==> config.mk <==
export PLATFORM = sky130hd
export DESIGN_NAME = seac_top
export DESIGN_NICKNAME = d
export VERILOG_FILES = /design/src/core/seac_pkg.sv /design/src/core/seac_sync.sv /design/src/core/seac_top.sv
export VERILOG_INCLUDE_DIRS = /design/src /design/src/core
export SDC_FILE = /design/constraint.sdc
export NUM_CORES = 1
export LEC_CHECK = 0
export BUFFER_PORTS_ARGS = -buffer_cell sky130_fd_sc_hd__buf_2
export CAP_MARGIN = 30
export CORE_MARGIN = 5
export CORE_UTILIZATION = 60
export CTS_CLUSTER_DIAMETER = 80
export CTS_CLUSTER_SIZE = 14
export DETAILED_ROUTE_END_ITERATION = 16
export PLACE_DENSITY = 0.81
export SETUP_SLACK_MARGIN = 0.1
export SLEW_MARGIN = 30
export SYNTH_ARGS = -nofsm -noshare
export SYNTH_HDL_FRONTEND = slang
export SYNTH_HIERARCHICAL = 1
export SYNTH_SLANG_ARGS = --single-unit
==> constraint.sdc <==
create_clock -name core_clk_in -period 3.9 [get_ports core_clk_in]
set_clock_uncertainty 0.15 [all_clocks]
set_input_delay 0.39 -clock core_clk_in [delete_from_list [all_inputs] [get_ports core_clk_in]]
set_output_delay 0.39 -clock core_clk_in [all_outputs]
set_load 0.05 [all_outputs]
==> src/core/seac_defs.svh <==
// register offsets, field positions, reset values and timing counts
`ifndef SEAC_DEFS_SVH
`define SEAC_DEFS_SVH

// ****************************************************************
// register offsets
// ****************************************************************
`define SEAC_OFS_MODE      8'hf1
`define SEAC_OFS_PTR       8'hf2
`define SEAC_OFS_WPORT     8'hf3
`define SEAC_OFS_WSTAT     8'hf4
`define SEAC_OFS_RPORT     8'hf5
`define SEAC_OFS_RSTAT     8'hf6
`define SEAC_OFS_IRQ_STS   8'hf8
`define SEAC_OFS_IRQ_MSK   8'hf9

// ****************************************************************
// field positions and encodings
// ****************************************************************
`define SEAC_MODE_SIZE_BIT 4
`define SEAC_WST_DIR_BIT   7
`define SEAC_EV_RDY        0
`define SEAC_EV_WDONE      1
`define SEAC_EV_DENY       2
`define SEAC_WST_IDLE      2'h3
`define SEAC_WST_HALF      2'h2
`define SEAC_WST_BUSY      2'h0
`define SEAC_OP_READ       2'h2
`define SEAC_OP_WRITE      2'h1
`define SEAC_OP_EWEN       2'h0
`define SEAC_EWEN_ADR_L    8'hc0
`define SEAC_EWEN_ADR_S    6'h30

// ****************************************************************
// reset values
// ****************************************************************
`define SEAC_RST_LOCK      4'h0
`define SEAC_RST_PTR       8'h00
`define SEAC_RST_WST       2'h3
`define SEAC_RST_IRQ       3'h0

// ****************************************************************
// frame lengths and timing
// ****************************************************************
`define SEAC_FRAME_L       5'h1b
`define SEAC_FRAME_S       5'h19
`define SEAC_EWEN_L        5'h0b
`define SEAC_EWEN_S        5'h09
`define SEAC_DATA_BITS     5'h10
`define SEAC_CLK_PS        4000
`define SEAC_SK_HALF_NS    500
`define SEAC_SK_HALF_CYC   \
  ((`SEAC_SK_HALF_NS * 1000 + `SEAC_CLK_PS - 1) / `SEAC_CLK_PS)

`endif

==> src/core/seac_pkg.sv <==
// types shared by the serial memory access block
package seac_pkg;

  // ****************************************************************
  // serial engine state and job
  // ****************************************************************
  typedef enum logic [2:0] {
    ST_IDLE = 3'b000,
    ST_LOW  = 3'b001,
    ST_HIGH = 3'b010,
    ST_GAP  = 3'b011,
    ST_POLL = 3'b100
  } seac_state_t;

  typedef enum logic [2:0] {
    JB_NONE  = 3'b000,
    JB_READ  = 3'b001,
    JB_EWEN  = 3'b010,
    JB_WRITE = 3'b011,
    JB_FIN   = 3'b100
  } seac_job_t;

  // ****************************************************************
  // register bus request
  // ****************************************************************
  typedef struct packed {
    logic       wr;
    logic       rd;
    logic [7:0] addr;
    logic [7:0] wdata;
  } seac_bus_t;

endpackage : seac_pkg

==> src/core/seac_sync.sv <==
// two flip-flop synchroniser for levels from outside the clock domain
`timescale 1ns/1ps
module seac_sync #(
  parameter int W = 1
) (
  input  wire logic         clk_in,
  input  wire logic         rst_in,
  input  wire logic [W-1:0] d_in,
  output logic      [W-1:0] q_out
);
  logic [W-1:0] meta_q;
  logic [W-1:0] sync_q;

  // first stage feeds only the second stage
  always_ff @(posedge clk_in) begin
    if (rst_in) begin
      meta_q <= '0;
      sync_q <= '0;
    end else begin
      meta_q <= d_in;
      sync_q <= meta_q;
    end
  end

  assign q_out = sync_q;
endmodule : seac_sync

==> src/core/seac_top.sv <==
// serial memory access controller: host registers and serial engine
//
// Our own choice: strobed register access.
`timescale 1ns/1ps
`include "seac_defs.svh"
module seac_top (
  input  wire logic              core_clk_in,
  input  wire logic              rst_in,
  input  wire logic              cfg_mode_in,
  input  wire seac_pkg::seac_bus_t bus_in,
  output logic [7:0]             rdata_out,
  output logic                   irq_out,
  input  wire logic              mem_serial_in_pin_in,
  output logic                   mem_serial_out_pin_out,
  output logic                   mem_serial_clock_pin_out,
  output logic                   mem_select_pin_out
);
  import seac_pkg::*;

  localparam logic [7:0] HALF_M1 = 8'(`SEAC_SK_HALF_CYC - 1);

  // ****************************************************************
  // signals
  // ****************************************************************
  logic        din_s;
  logic [3:0]  lock_q, lock_d;
  logic        size_q, size_d;
  logic [7:0]  ptr_q, ptr_d;
  logic        dir_q, dir_d;
  logic [1:0]  wst_q, wst_d;
  logic [15:0] wword_q, wword_d;
  logic [15:0] rword_q, rword_d;
  logic        rhi_q, rhi_d;
  logic        rvalid_q, rvalid_d;
  logic        pf_q, pf_d;
  logic        wr_q, wr_d;
  logic [2:0]  ists_q, ists_d;
  logic [2:0]  imsk_q, imsk_d;
  logic [7:0]  rdata_q, rdata_d;
  logic        irq_q, irq_d;
  logic [2:0]  ev;
  logic        wr_acc, rd_acc, lock_hit;
  seac_state_t st_q, st_d;
  seac_job_t   job_q, job_d;
  logic [7:0]  div_q, div_d;
  logic [4:0]  cnt_q, cnt_d;
  logic [26:0] sh_q, sh_d;
  logic [15:0] cap_q, cap_d;
  logic [7:0]  eaddr_q, eaddr_d;
  logic        cs_q, cs_d, sk_q, sk_d, do_q, do_d;
  logic        take_rd, take_wr, fin_rd, fin_wr;

  // serial input from the memory crosses into the core clock
  seac_sync #(.W(1)) u_din_sync (
    .clk_in (core_clk_in),
    .rst_in (rst_in),
    .d_in   (mem_serial_in_pin_in),
    .q_out  (din_s)
  );

  // ****************************************************************
  // host register file
  // ****************************************************************

  // lock check of the current pointer against the four blocks
  assign lock_hit = (ptr_q[7:6] == 2'h0) && lock_q[ptr_q[5:4]];

  // next state of the host registers
  always_comb begin
    lock_d   = lock_q;
    size_d   = size_q;
    ptr_d    = ptr_q;
    dir_d    = dir_q;
    wst_d    = wst_q;
    wword_d  = wword_q;
    rword_d  = rword_q;
    rhi_d    = rhi_q;
    rvalid_d = rvalid_q;
    pf_d     = pf_q;
    wr_d     = wr_q;
    imsk_d   = imsk_q;
    rdata_d  = 8'h00;
    ev       = 3'h0;
    wr_acc   = bus_in.wr && cfg_mode_in;
    rd_acc   = bus_in.rd && cfg_mode_in;
    if ((bus_in.wr || bus_in.rd) && !cfg_mode_in) begin
      ev[`SEAC_EV_DENY] = 1'b1;
    end
    if (take_rd) begin
      pf_d = 1'b0;
    end
    if (take_wr) begin
      wr_d = 1'b0;
    end
    // a prefetch into a locked block is dropped
    if (pf_q && lock_hit && st_q == ST_IDLE && !wr_q) begin
      pf_d              = 1'b0;
      ev[`SEAC_EV_DENY] = 1'b1;
    end
    // fetched word lands unless the pointer moved meanwhile in read direction
    if (fin_rd && !pf_q) begin
      rword_d          = cap_q;
      rvalid_d         = 1'b1;
      rhi_d            = 1'b0;
      ev[`SEAC_EV_RDY] = 1'b1;
    end
    // write done: ready again and step the pointer
    if (fin_wr) begin
      wst_d              = `SEAC_WST_IDLE;
      ptr_d              = ptr_q + 8'h01;
      ev[`SEAC_EV_WDONE] = 1'b1;
      pf_d               = !dir_q;
    end
    if (wr_acc) begin
      case (bus_in.addr)
        `SEAC_OFS_MODE: begin
          lock_d = lock_q | bus_in.wdata[3:0];
          size_d = bus_in.wdata[`SEAC_MODE_SIZE_BIT];
        end
        `SEAC_OFS_PTR: begin
          ptr_d    = bus_in.wdata;
          rvalid_d = 1'b0;
          rhi_d    = 1'b0;
          pf_d     = !dir_q;
        end
        `SEAC_OFS_WPORT: begin
          if (wst_q == `SEAC_WST_IDLE) begin
            wword_d[7:0] = bus_in.wdata;
            wst_d        = `SEAC_WST_HALF;
          end else if (wst_q == `SEAC_WST_HALF) begin
            wword_d[15:8] = bus_in.wdata;
            if (lock_hit) begin
              wst_d             = `SEAC_WST_IDLE;
              ptr_d             = ptr_q + 8'h01;
              ev[`SEAC_EV_DENY] = 1'b1;
            end else begin
              wst_d = `SEAC_WST_BUSY;
              wr_d  = 1'b1;
            end
          end
        end
        `SEAC_OFS_WSTAT: begin
          dir_d = bus_in.wdata[`SEAC_WST_DIR_BIT];
        end
        `SEAC_OFS_IRQ_MSK: begin
          imsk_d = bus_in.wdata[2:0];
        end
        default: begin
        end
      endcase
    end
    if (rd_acc) begin
      case (bus_in.addr)
        `SEAC_OFS_MODE: begin
          rdata_d = {3'h0, size_q, lock_q};
        end
        `SEAC_OFS_PTR: begin
          rdata_d = ptr_q;
        end
        `SEAC_OFS_WSTAT: begin
          rdata_d = {dir_q, 5'h00, wst_q};
        end
        `SEAC_OFS_RPORT: begin
          rdata_d = rhi_q ? rword_q[15:8] : rword_q[7:0];
          if (rvalid_q && !rhi_q) begin
            rhi_d = 1'b1;
          end else if (rvalid_q) begin
            rvalid_d = 1'b0;
            rhi_d    = 1'b0;
            ptr_d    = ptr_q + 8'h01;
            pf_d     = !dir_q;
          end
        end
        `SEAC_OFS_RSTAT: begin
          rdata_d = {7'h00, rvalid_q};
        end
        `SEAC_OFS_IRQ_STS: begin
          rdata_d = {5'h00, ists_q};
        end
        `SEAC_OFS_IRQ_MSK: begin
          rdata_d = {5'h00, imsk_q};
        end
        default: begin
          rdata_d = 8'h00;
        end
      endcase
    end
    // sticky events: a new event wins over a clearing write
    ists_d = ists_q;
    if (wr_acc && bus_in.addr == `SEAC_OFS_IRQ_STS) begin
      ists_d = ists_q & ~bus_in.wdata[2:0];
    end
    ists_d = ists_d | ev;
    irq_d  = |(ists_d & imsk_d);
  end

  // host register storage
  always_ff @(posedge core_clk_in) begin
    if (rst_in) begin
      lock_q   <= `SEAC_RST_LOCK;
      size_q   <= 1'b0;
      ptr_q    <= `SEAC_RST_PTR;
      dir_q    <= 1'b0;
      wst_q    <= `SEAC_RST_WST;
      wword_q  <= 16'h0000;
      rword_q  <= 16'h0000;
      rhi_q    <= 1'b0;
      rvalid_q <= 1'b0;
      pf_q     <= 1'b0;
      wr_q     <= 1'b0;
      ists_q   <= `SEAC_RST_IRQ;
      imsk_q   <= `SEAC_RST_IRQ;
      rdata_q  <= 8'h00;
      irq_q    <= 1'b0;
    end else begin
      lock_q   <= lock_d;
      size_q   <= size_d;
      ptr_q    <= ptr_d;
      dir_q    <= dir_d;
      wst_q    <= wst_d;
      wword_q  <= wword_d;
      rword_q  <= rword_d;
      rhi_q    <= rhi_d;
      rvalid_q <= rvalid_d;
      pf_q     <= pf_d;
      wr_q     <= wr_d;
      ists_q   <= ists_d;
      imsk_q   <= imsk_d;
      rdata_q  <= rdata_d;
      irq_q    <= irq_d;
    end
  end

  assign rdata_out = rdata_q;
  assign irq_out   = irq_q;

  // ****************************************************************
  // serial engine
  // ****************************************************************

  // jobs start only from idle; a pending write goes first
  assign take_wr = (st_q == ST_IDLE) && wr_q;
  assign take_rd = (st_q == ST_IDLE) && !wr_q && pf_q && !lock_hit;

  // next state of the serial engine
  always_comb begin
    st_d    = st_q;
    job_d   = job_q;
    div_d   = div_q;
    cnt_d   = cnt_q;
    sh_d    = sh_q;
    cap_d   = cap_q;
    eaddr_d = eaddr_q;
    cs_d    = cs_q;
    sk_d    = sk_q;
    do_d    = do_q;
    fin_rd  = 1'b0;
    fin_wr  = 1'b0;
    case (st_q)
      ST_IDLE: begin
        cs_d    = 1'b0;
        sk_d    = 1'b0;
        do_d    = 1'b0;
        eaddr_d = ptr_q;
        div_d   = HALF_M1;
        if (take_wr) begin
          // write enable frame precedes each write
          job_d = JB_EWEN;
          sh_d  = size_q ?
            {1'b1, `SEAC_OP_EWEN, `SEAC_EWEN_ADR_L, 16'h0000} :
            {1'b1, `SEAC_OP_EWEN, `SEAC_EWEN_ADR_S, 18'h00000};
          cnt_d = size_q ? `SEAC_EWEN_L : `SEAC_EWEN_S;
          cs_d  = 1'b1;
          do_d  = 1'b1;
          st_d  = ST_LOW;
        end else if (take_rd) begin
          job_d = JB_READ;
          sh_d  = size_q ?
            {1'b1, `SEAC_OP_READ, ptr_q, 16'h0000} :
            {1'b1, `SEAC_OP_READ, ptr_q[5:0], 18'h00000};
          cnt_d = size_q ? `SEAC_FRAME_L : `SEAC_FRAME_S;
          cs_d  = 1'b1;
          do_d  = 1'b1;
          st_d  = ST_LOW;
        end
      end
      ST_LOW: begin
        div_d = div_q - 8'h01;
        if (div_q == 8'h00) begin
          sk_d  = 1'b1;
          div_d = HALF_M1;
          st_d  = ST_HIGH;
        end
      end
      ST_HIGH: begin
        div_d = div_q - 8'h01;
        if (div_q == 8'h00) begin
          sk_d  = 1'b0;
          div_d = HALF_M1;
          if (job_q == JB_READ && cnt_q <= `SEAC_DATA_BITS) begin
            cap_d = {cap_q[14:0], din_s};
          end
          sh_d  = {sh_q[25:0], 1'b0};
          do_d  = sh_q[25];
          cnt_d = cnt_q - 5'h01;
          if (cnt_q == 5'h01) begin
            cs_d = 1'b0;
            do_d = 1'b0;
            st_d = ST_GAP;
          end else begin
            st_d = ST_LOW;
          end
        end
      end
      ST_GAP: begin
        div_d = div_q - 8'h01;
        if (div_q == 8'h00) begin
          div_d = HALF_M1;
          case (job_q)
            JB_EWEN: begin
              job_d = JB_WRITE;
              sh_d  = size_q ?
                {1'b1, `SEAC_OP_WRITE, eaddr_q, wword_q} :
                {1'b1, `SEAC_OP_WRITE, eaddr_q[5:0], wword_q, 2'h0};
              cnt_d = size_q ? `SEAC_FRAME_L : `SEAC_FRAME_S;
              cs_d  = 1'b1;
              do_d  = 1'b1;
              st_d  = ST_LOW;
            end
            JB_WRITE: begin
              cs_d = 1'b1;
              st_d = ST_POLL;
            end
            JB_READ: begin
              fin_rd = 1'b1;
              job_d  = JB_NONE;
              st_d   = ST_IDLE;
            end
            default: begin
              fin_wr = 1'b1;
              job_d  = JB_NONE;
              st_d   = ST_IDLE;
            end
          endcase
        end
      end
      ST_POLL: begin
        // the released output is only trusted a half period after select;
        // then the memory holds it low until the write has finished
        if (div_q != 8'h00) begin
          div_d = div_q - 8'h01;
        end else if (din_s) begin
          cs_d  = 1'b0;
          job_d = JB_FIN;
          div_d = HALF_M1;
          st_d  = ST_GAP;
        end
      end
      default: begin
        st_d = ST_IDLE;
      end
    endcase
  end

  // serial engine storage; pins come straight from these flops
  always_ff @(posedge core_clk_in) begin
    if (rst_in) begin
      st_q    <= ST_IDLE;
      job_q   <= JB_NONE;
      div_q   <= 8'h00;
      cnt_q   <= 5'h00;
      sh_q    <= 27'h0000000;
      cap_q   <= 16'h0000;
      eaddr_q <= 8'h00;
      cs_q    <= 1'b0;
      sk_q    <= 1'b0;
      do_q    <= 1'b0;
    end else begin
      st_q    <= st_d;
      job_q   <= job_d;
      div_q   <= div_d;
      cnt_q   <= cnt_d;
      sh_q    <= sh_d;
      cap_q   <= cap_d;
      eaddr_q <= eaddr_d;
      cs_q    <= cs_d;
      sk_q    <= sk_d;
      do_q    <= do_d;
    end
  end

  assign mem_serial_out_pin_out   = do_q;
  assign mem_serial_clock_pin_out = sk_q;
  assign mem_select_pin_out       = cs_q;
endmodule : seac_top

==> summary.txt <==
Starting Density: 60.63%
Pwr Total: 0.003514 W
Syn avg cell area: 7.919 um^2
Endpoint class of the critical path: register
Worst skew pair latency: 0.43 ns
Crit path DAT: 3.16 ns
CTS root buf: clkbuf_16
DR pass1 iterations: 5
Crit start category: register
Largest area contributor in the netlist: dfxtp_1
DIE WIDTH: 116.7 um
WL final: 18,150 um
Worst Tran Pin Value: 0.8077 ns
Synth Warn #: 6
I/O pins: 34
Reg2Reg Depth: 5
Area grow syn2layout: 11.64%
Combinational share of power: 9.3%
CP Max Fanout: 19
Seq pwr share: 43.6%
Inserted Clock Buffers: 17
Slew margin rel.: 45.58%
Power share of the clock group: 47.1%
Setup violators final: 0
Sequential share of the synthesized area: 41.30%
Final HPWL DP: 12,180 um
Pint: 0.002612 W
Avg Vias per Cell: 6.336
Hold buffers post-CTS: 0
Vias: 6,437
Syn Std Cell Area: 6834 um^2
Port Buffers: 33
HP Class: in2reg
VDD IR max: 0.3896 mV
Synthesized flop and latch total: 141
PD cells: 460.6 nW/um^2
Psw: 0.0009022 W
Final Hold Fails: 0
GPL Wtd Cong: 0.9601
Floorplan row count: 39
Async set-reset flop share out of synthesis: 0%
Crit-path max cell delay: 0.72 ns
CP Class: reg2reg
Reg-to-reg slack, setup: 0.91 ns
TNS Setup: 0 ns
Ranking of synthesized cells by area: dfxtp_1, nand2_1, a21oi_1, mux2i_1, nor2_1
Tmin final: 2.987 ns
Gate count of the mapped netlist: 863
H-tree levels: 4
Max-Cap Viols: 0
Final core occ: 67.69%
Synth Flop Type: dfxtp_1
Area of the die: 13,620 um^2
Beginning of the worst hold path: mem_serial_in_pin_in
Critical Path RT: 4.07 ns
Crit-path slowest cell: or4_1
Hold path depth: 2
Global router's overall resource usage: 27.36%
Antenna cell count: 0
Worst hold slack: 0.03599 ns
Clock Path Buffers: 2
CTS tree: yes
Reg clk slew, reported paths: 0.06 ns
CTS Sinks: 141
Nets@finish: 887
Top cell type's share of synthesized area: 41.30%
# DRC: 0
Antenna Violating Nets Remaining: 0
GRT overflow: 0
Mapped Nets: 890
Sw Ratio: 25.67%
Synth unique cells: 61
Fin crit share: 76.59%
Core ar.: 11,270 um^2
Vias in the first global route: 6,136
WHS Endpoint: u_din_sync/meta_q
Leak: 2.592 nW
Initial DRC count: 662
Routed len/inst: 17.86 um
Initial antenna violation count: 0
Die height: 116.7 um
Share of cells above drive strength 1: 11.23%
Critical-path cell list: or4_1, or4b_4, or4_4, a211o_1, o311ai_1
Reg-to-reg endpoint: irq_out
Max Clock Freq: 0.3348 GHz
First-pass GRT wire length: 29,420 um
R2r startpoint: div_q[2]
RSZ-0062 raised after global routing: false
Post-CTS Setup Bufs: 0
Pin count of the biggest net entering global routing: 84
CTS resizes: 0
Outcome: finished clean
Number of synthesized flops with an enable pin: 0
Pins Over Slew Limit: 0
## worst max-delay path, delay by kind of cell, from the launching register on
| kind | cells | cell delay (ns) |
|---|---|---|
| AO/OA/AOI/OAI | 2 | 0.37 |
| flip-flops | 1 | 0.35 |
| AND/OR/NAND/NOR | 3 | 2.01 |
## synthesized netlist by cell type (4+ instances only)
cell / count
nand2b_1: 9
nor4_1: 7
o21bai_1: 4
a222oi_1: 4
a21oi_1: 109
a211oi_1: 13
inv_1: 13
a221oi_1: 8
nand4_1: 8
o2111ai_1: 15
clkbuf_1: 51
xor2_1: 4
o21ai_0: 19
a31oi_1: 10
ha_1: 5
nor2_1: 91
nor3_1: 25
nand2_1: 159
mux2i_1: 43
and3_1: 5
nor2b_1: 9
buf_1: 5
a22oi_1: 4
a32oi_1: 5
or3_1: 6
xnor2_1: 7
mux2_2: 13
nor3b_1: 5
buf_2: 5
dfxtp_1: 141
nand3_1: 13
nand3b_1: 6
## power groups by stage
stage / clock network [W] / registers [W] / logic, W
after CTS: 0.00168 / 0.00153 / 0.000322
after floorplan: 0 / 0.00153 / 0.000263
after detailed placement: 0 / 0.00156 / 0.000319
final: 0.00166 / 0.00153 / 0.000327
after global placement: 0 / 0.00156 / 0.000301
after global routing: 0.00175 / 0.00154 / 0.000362
## cells by family after synthesis
kind of cell               after synthesis  synth area share (%)
DFF                                    141                 41.30
buffers and inverters                   75                 4.321
AOI/OAI and AO/OA                      218                 20.05
xor gates and xnor gates                11                 1.410
adders and majority gates                5                0.9154
muxes                                   56                 8.440
and+or+nand+nor                        357                 23.56
## layout make-up
type                    count  area [um^2]
clock buffers              19        442.9
flip-flops and latches    141         2830
well taps                 143        178.9
fillers                   906         3642
inverters                  13        48.80
repair buffers             40        232.7
clock inverters            13        166.4
multi-input cells         647         3730
## per-layer routing
layer / GRT usage [%] / wire [um]
met5: 0 / 0
met4: 11.47 / 560
met3: 7.202 / 1357
met2: 44.52 / 8604
met1: 34.41 / 7626
## stage by stage
step / instances / setup WS [ns] / instance area (um^2)
6_report: 1016 / 0.9130 / 7630
5_1_grt: 1016 / 0.6890 / 7630
4_1_cts: 1016 / 0.7697 / 7617
3_5_place_dp: 984 / 0.7672 / 7008
3_3_place_gp: 984 / 0.9335 / 7008
2_1_floorplan: 863 / 1.184 / 6834
## worst max path at each step
| stage | start | endpoint | slack (ns) | depth (start not counted) |
|---|---|---|---|---|
| final | div_q[2] | irq_out | 0.91 | 5 |
| after global routing | div_q[0] | ptr_q[5] | 0.69 | 9 |
| after CTS | st_q[0] | ptr_q[5] | 0.77 | 7 |
| after detailed placement | st_q[0] | ptr_q[5] | 0.77 | 7 |
| after global placement | st_q[0] | ptr_q[5] | 0.93 | 7 |
| after floorplan | div_q[2] | rword_q[0] | 1.18 | 8 |
## state kept, by name, indices dropped and copies added, names as in the netlist, 2 cells and up
name	flops
imsk_q	3
rdata_out	8
lock_q	4
st_q	3
wst_q	2
sh_q	26
wword_q	16
cnt_q	5
ists_q	3
div_q	8
cap_q	16
ptr_q	8
eaddr_q	8
job_q	3
rword_q	16
## cell usage in the layout (no fill, tap or decap), types with 7 or more instances in the layout
cell type	count
a211oi_1	13
a21oi_1	109
a221oi_1	8
a31oi_1	10
buf_2	32
buf_4	7
clkbuf_16	17
dfxtp_1	139
inv_1	13
mux2_2	13
mux2i_1	43
nand2_1	159
nand2b_1	9
nand3_1	13
nand4_1	8
nor2_1	91
nor2b_1	8
nor3_1	24
nor4_1	7
o2111ai_1	14
o21ai_0	19
xnor2_1	7
Power figures use the tool's default switching activity.
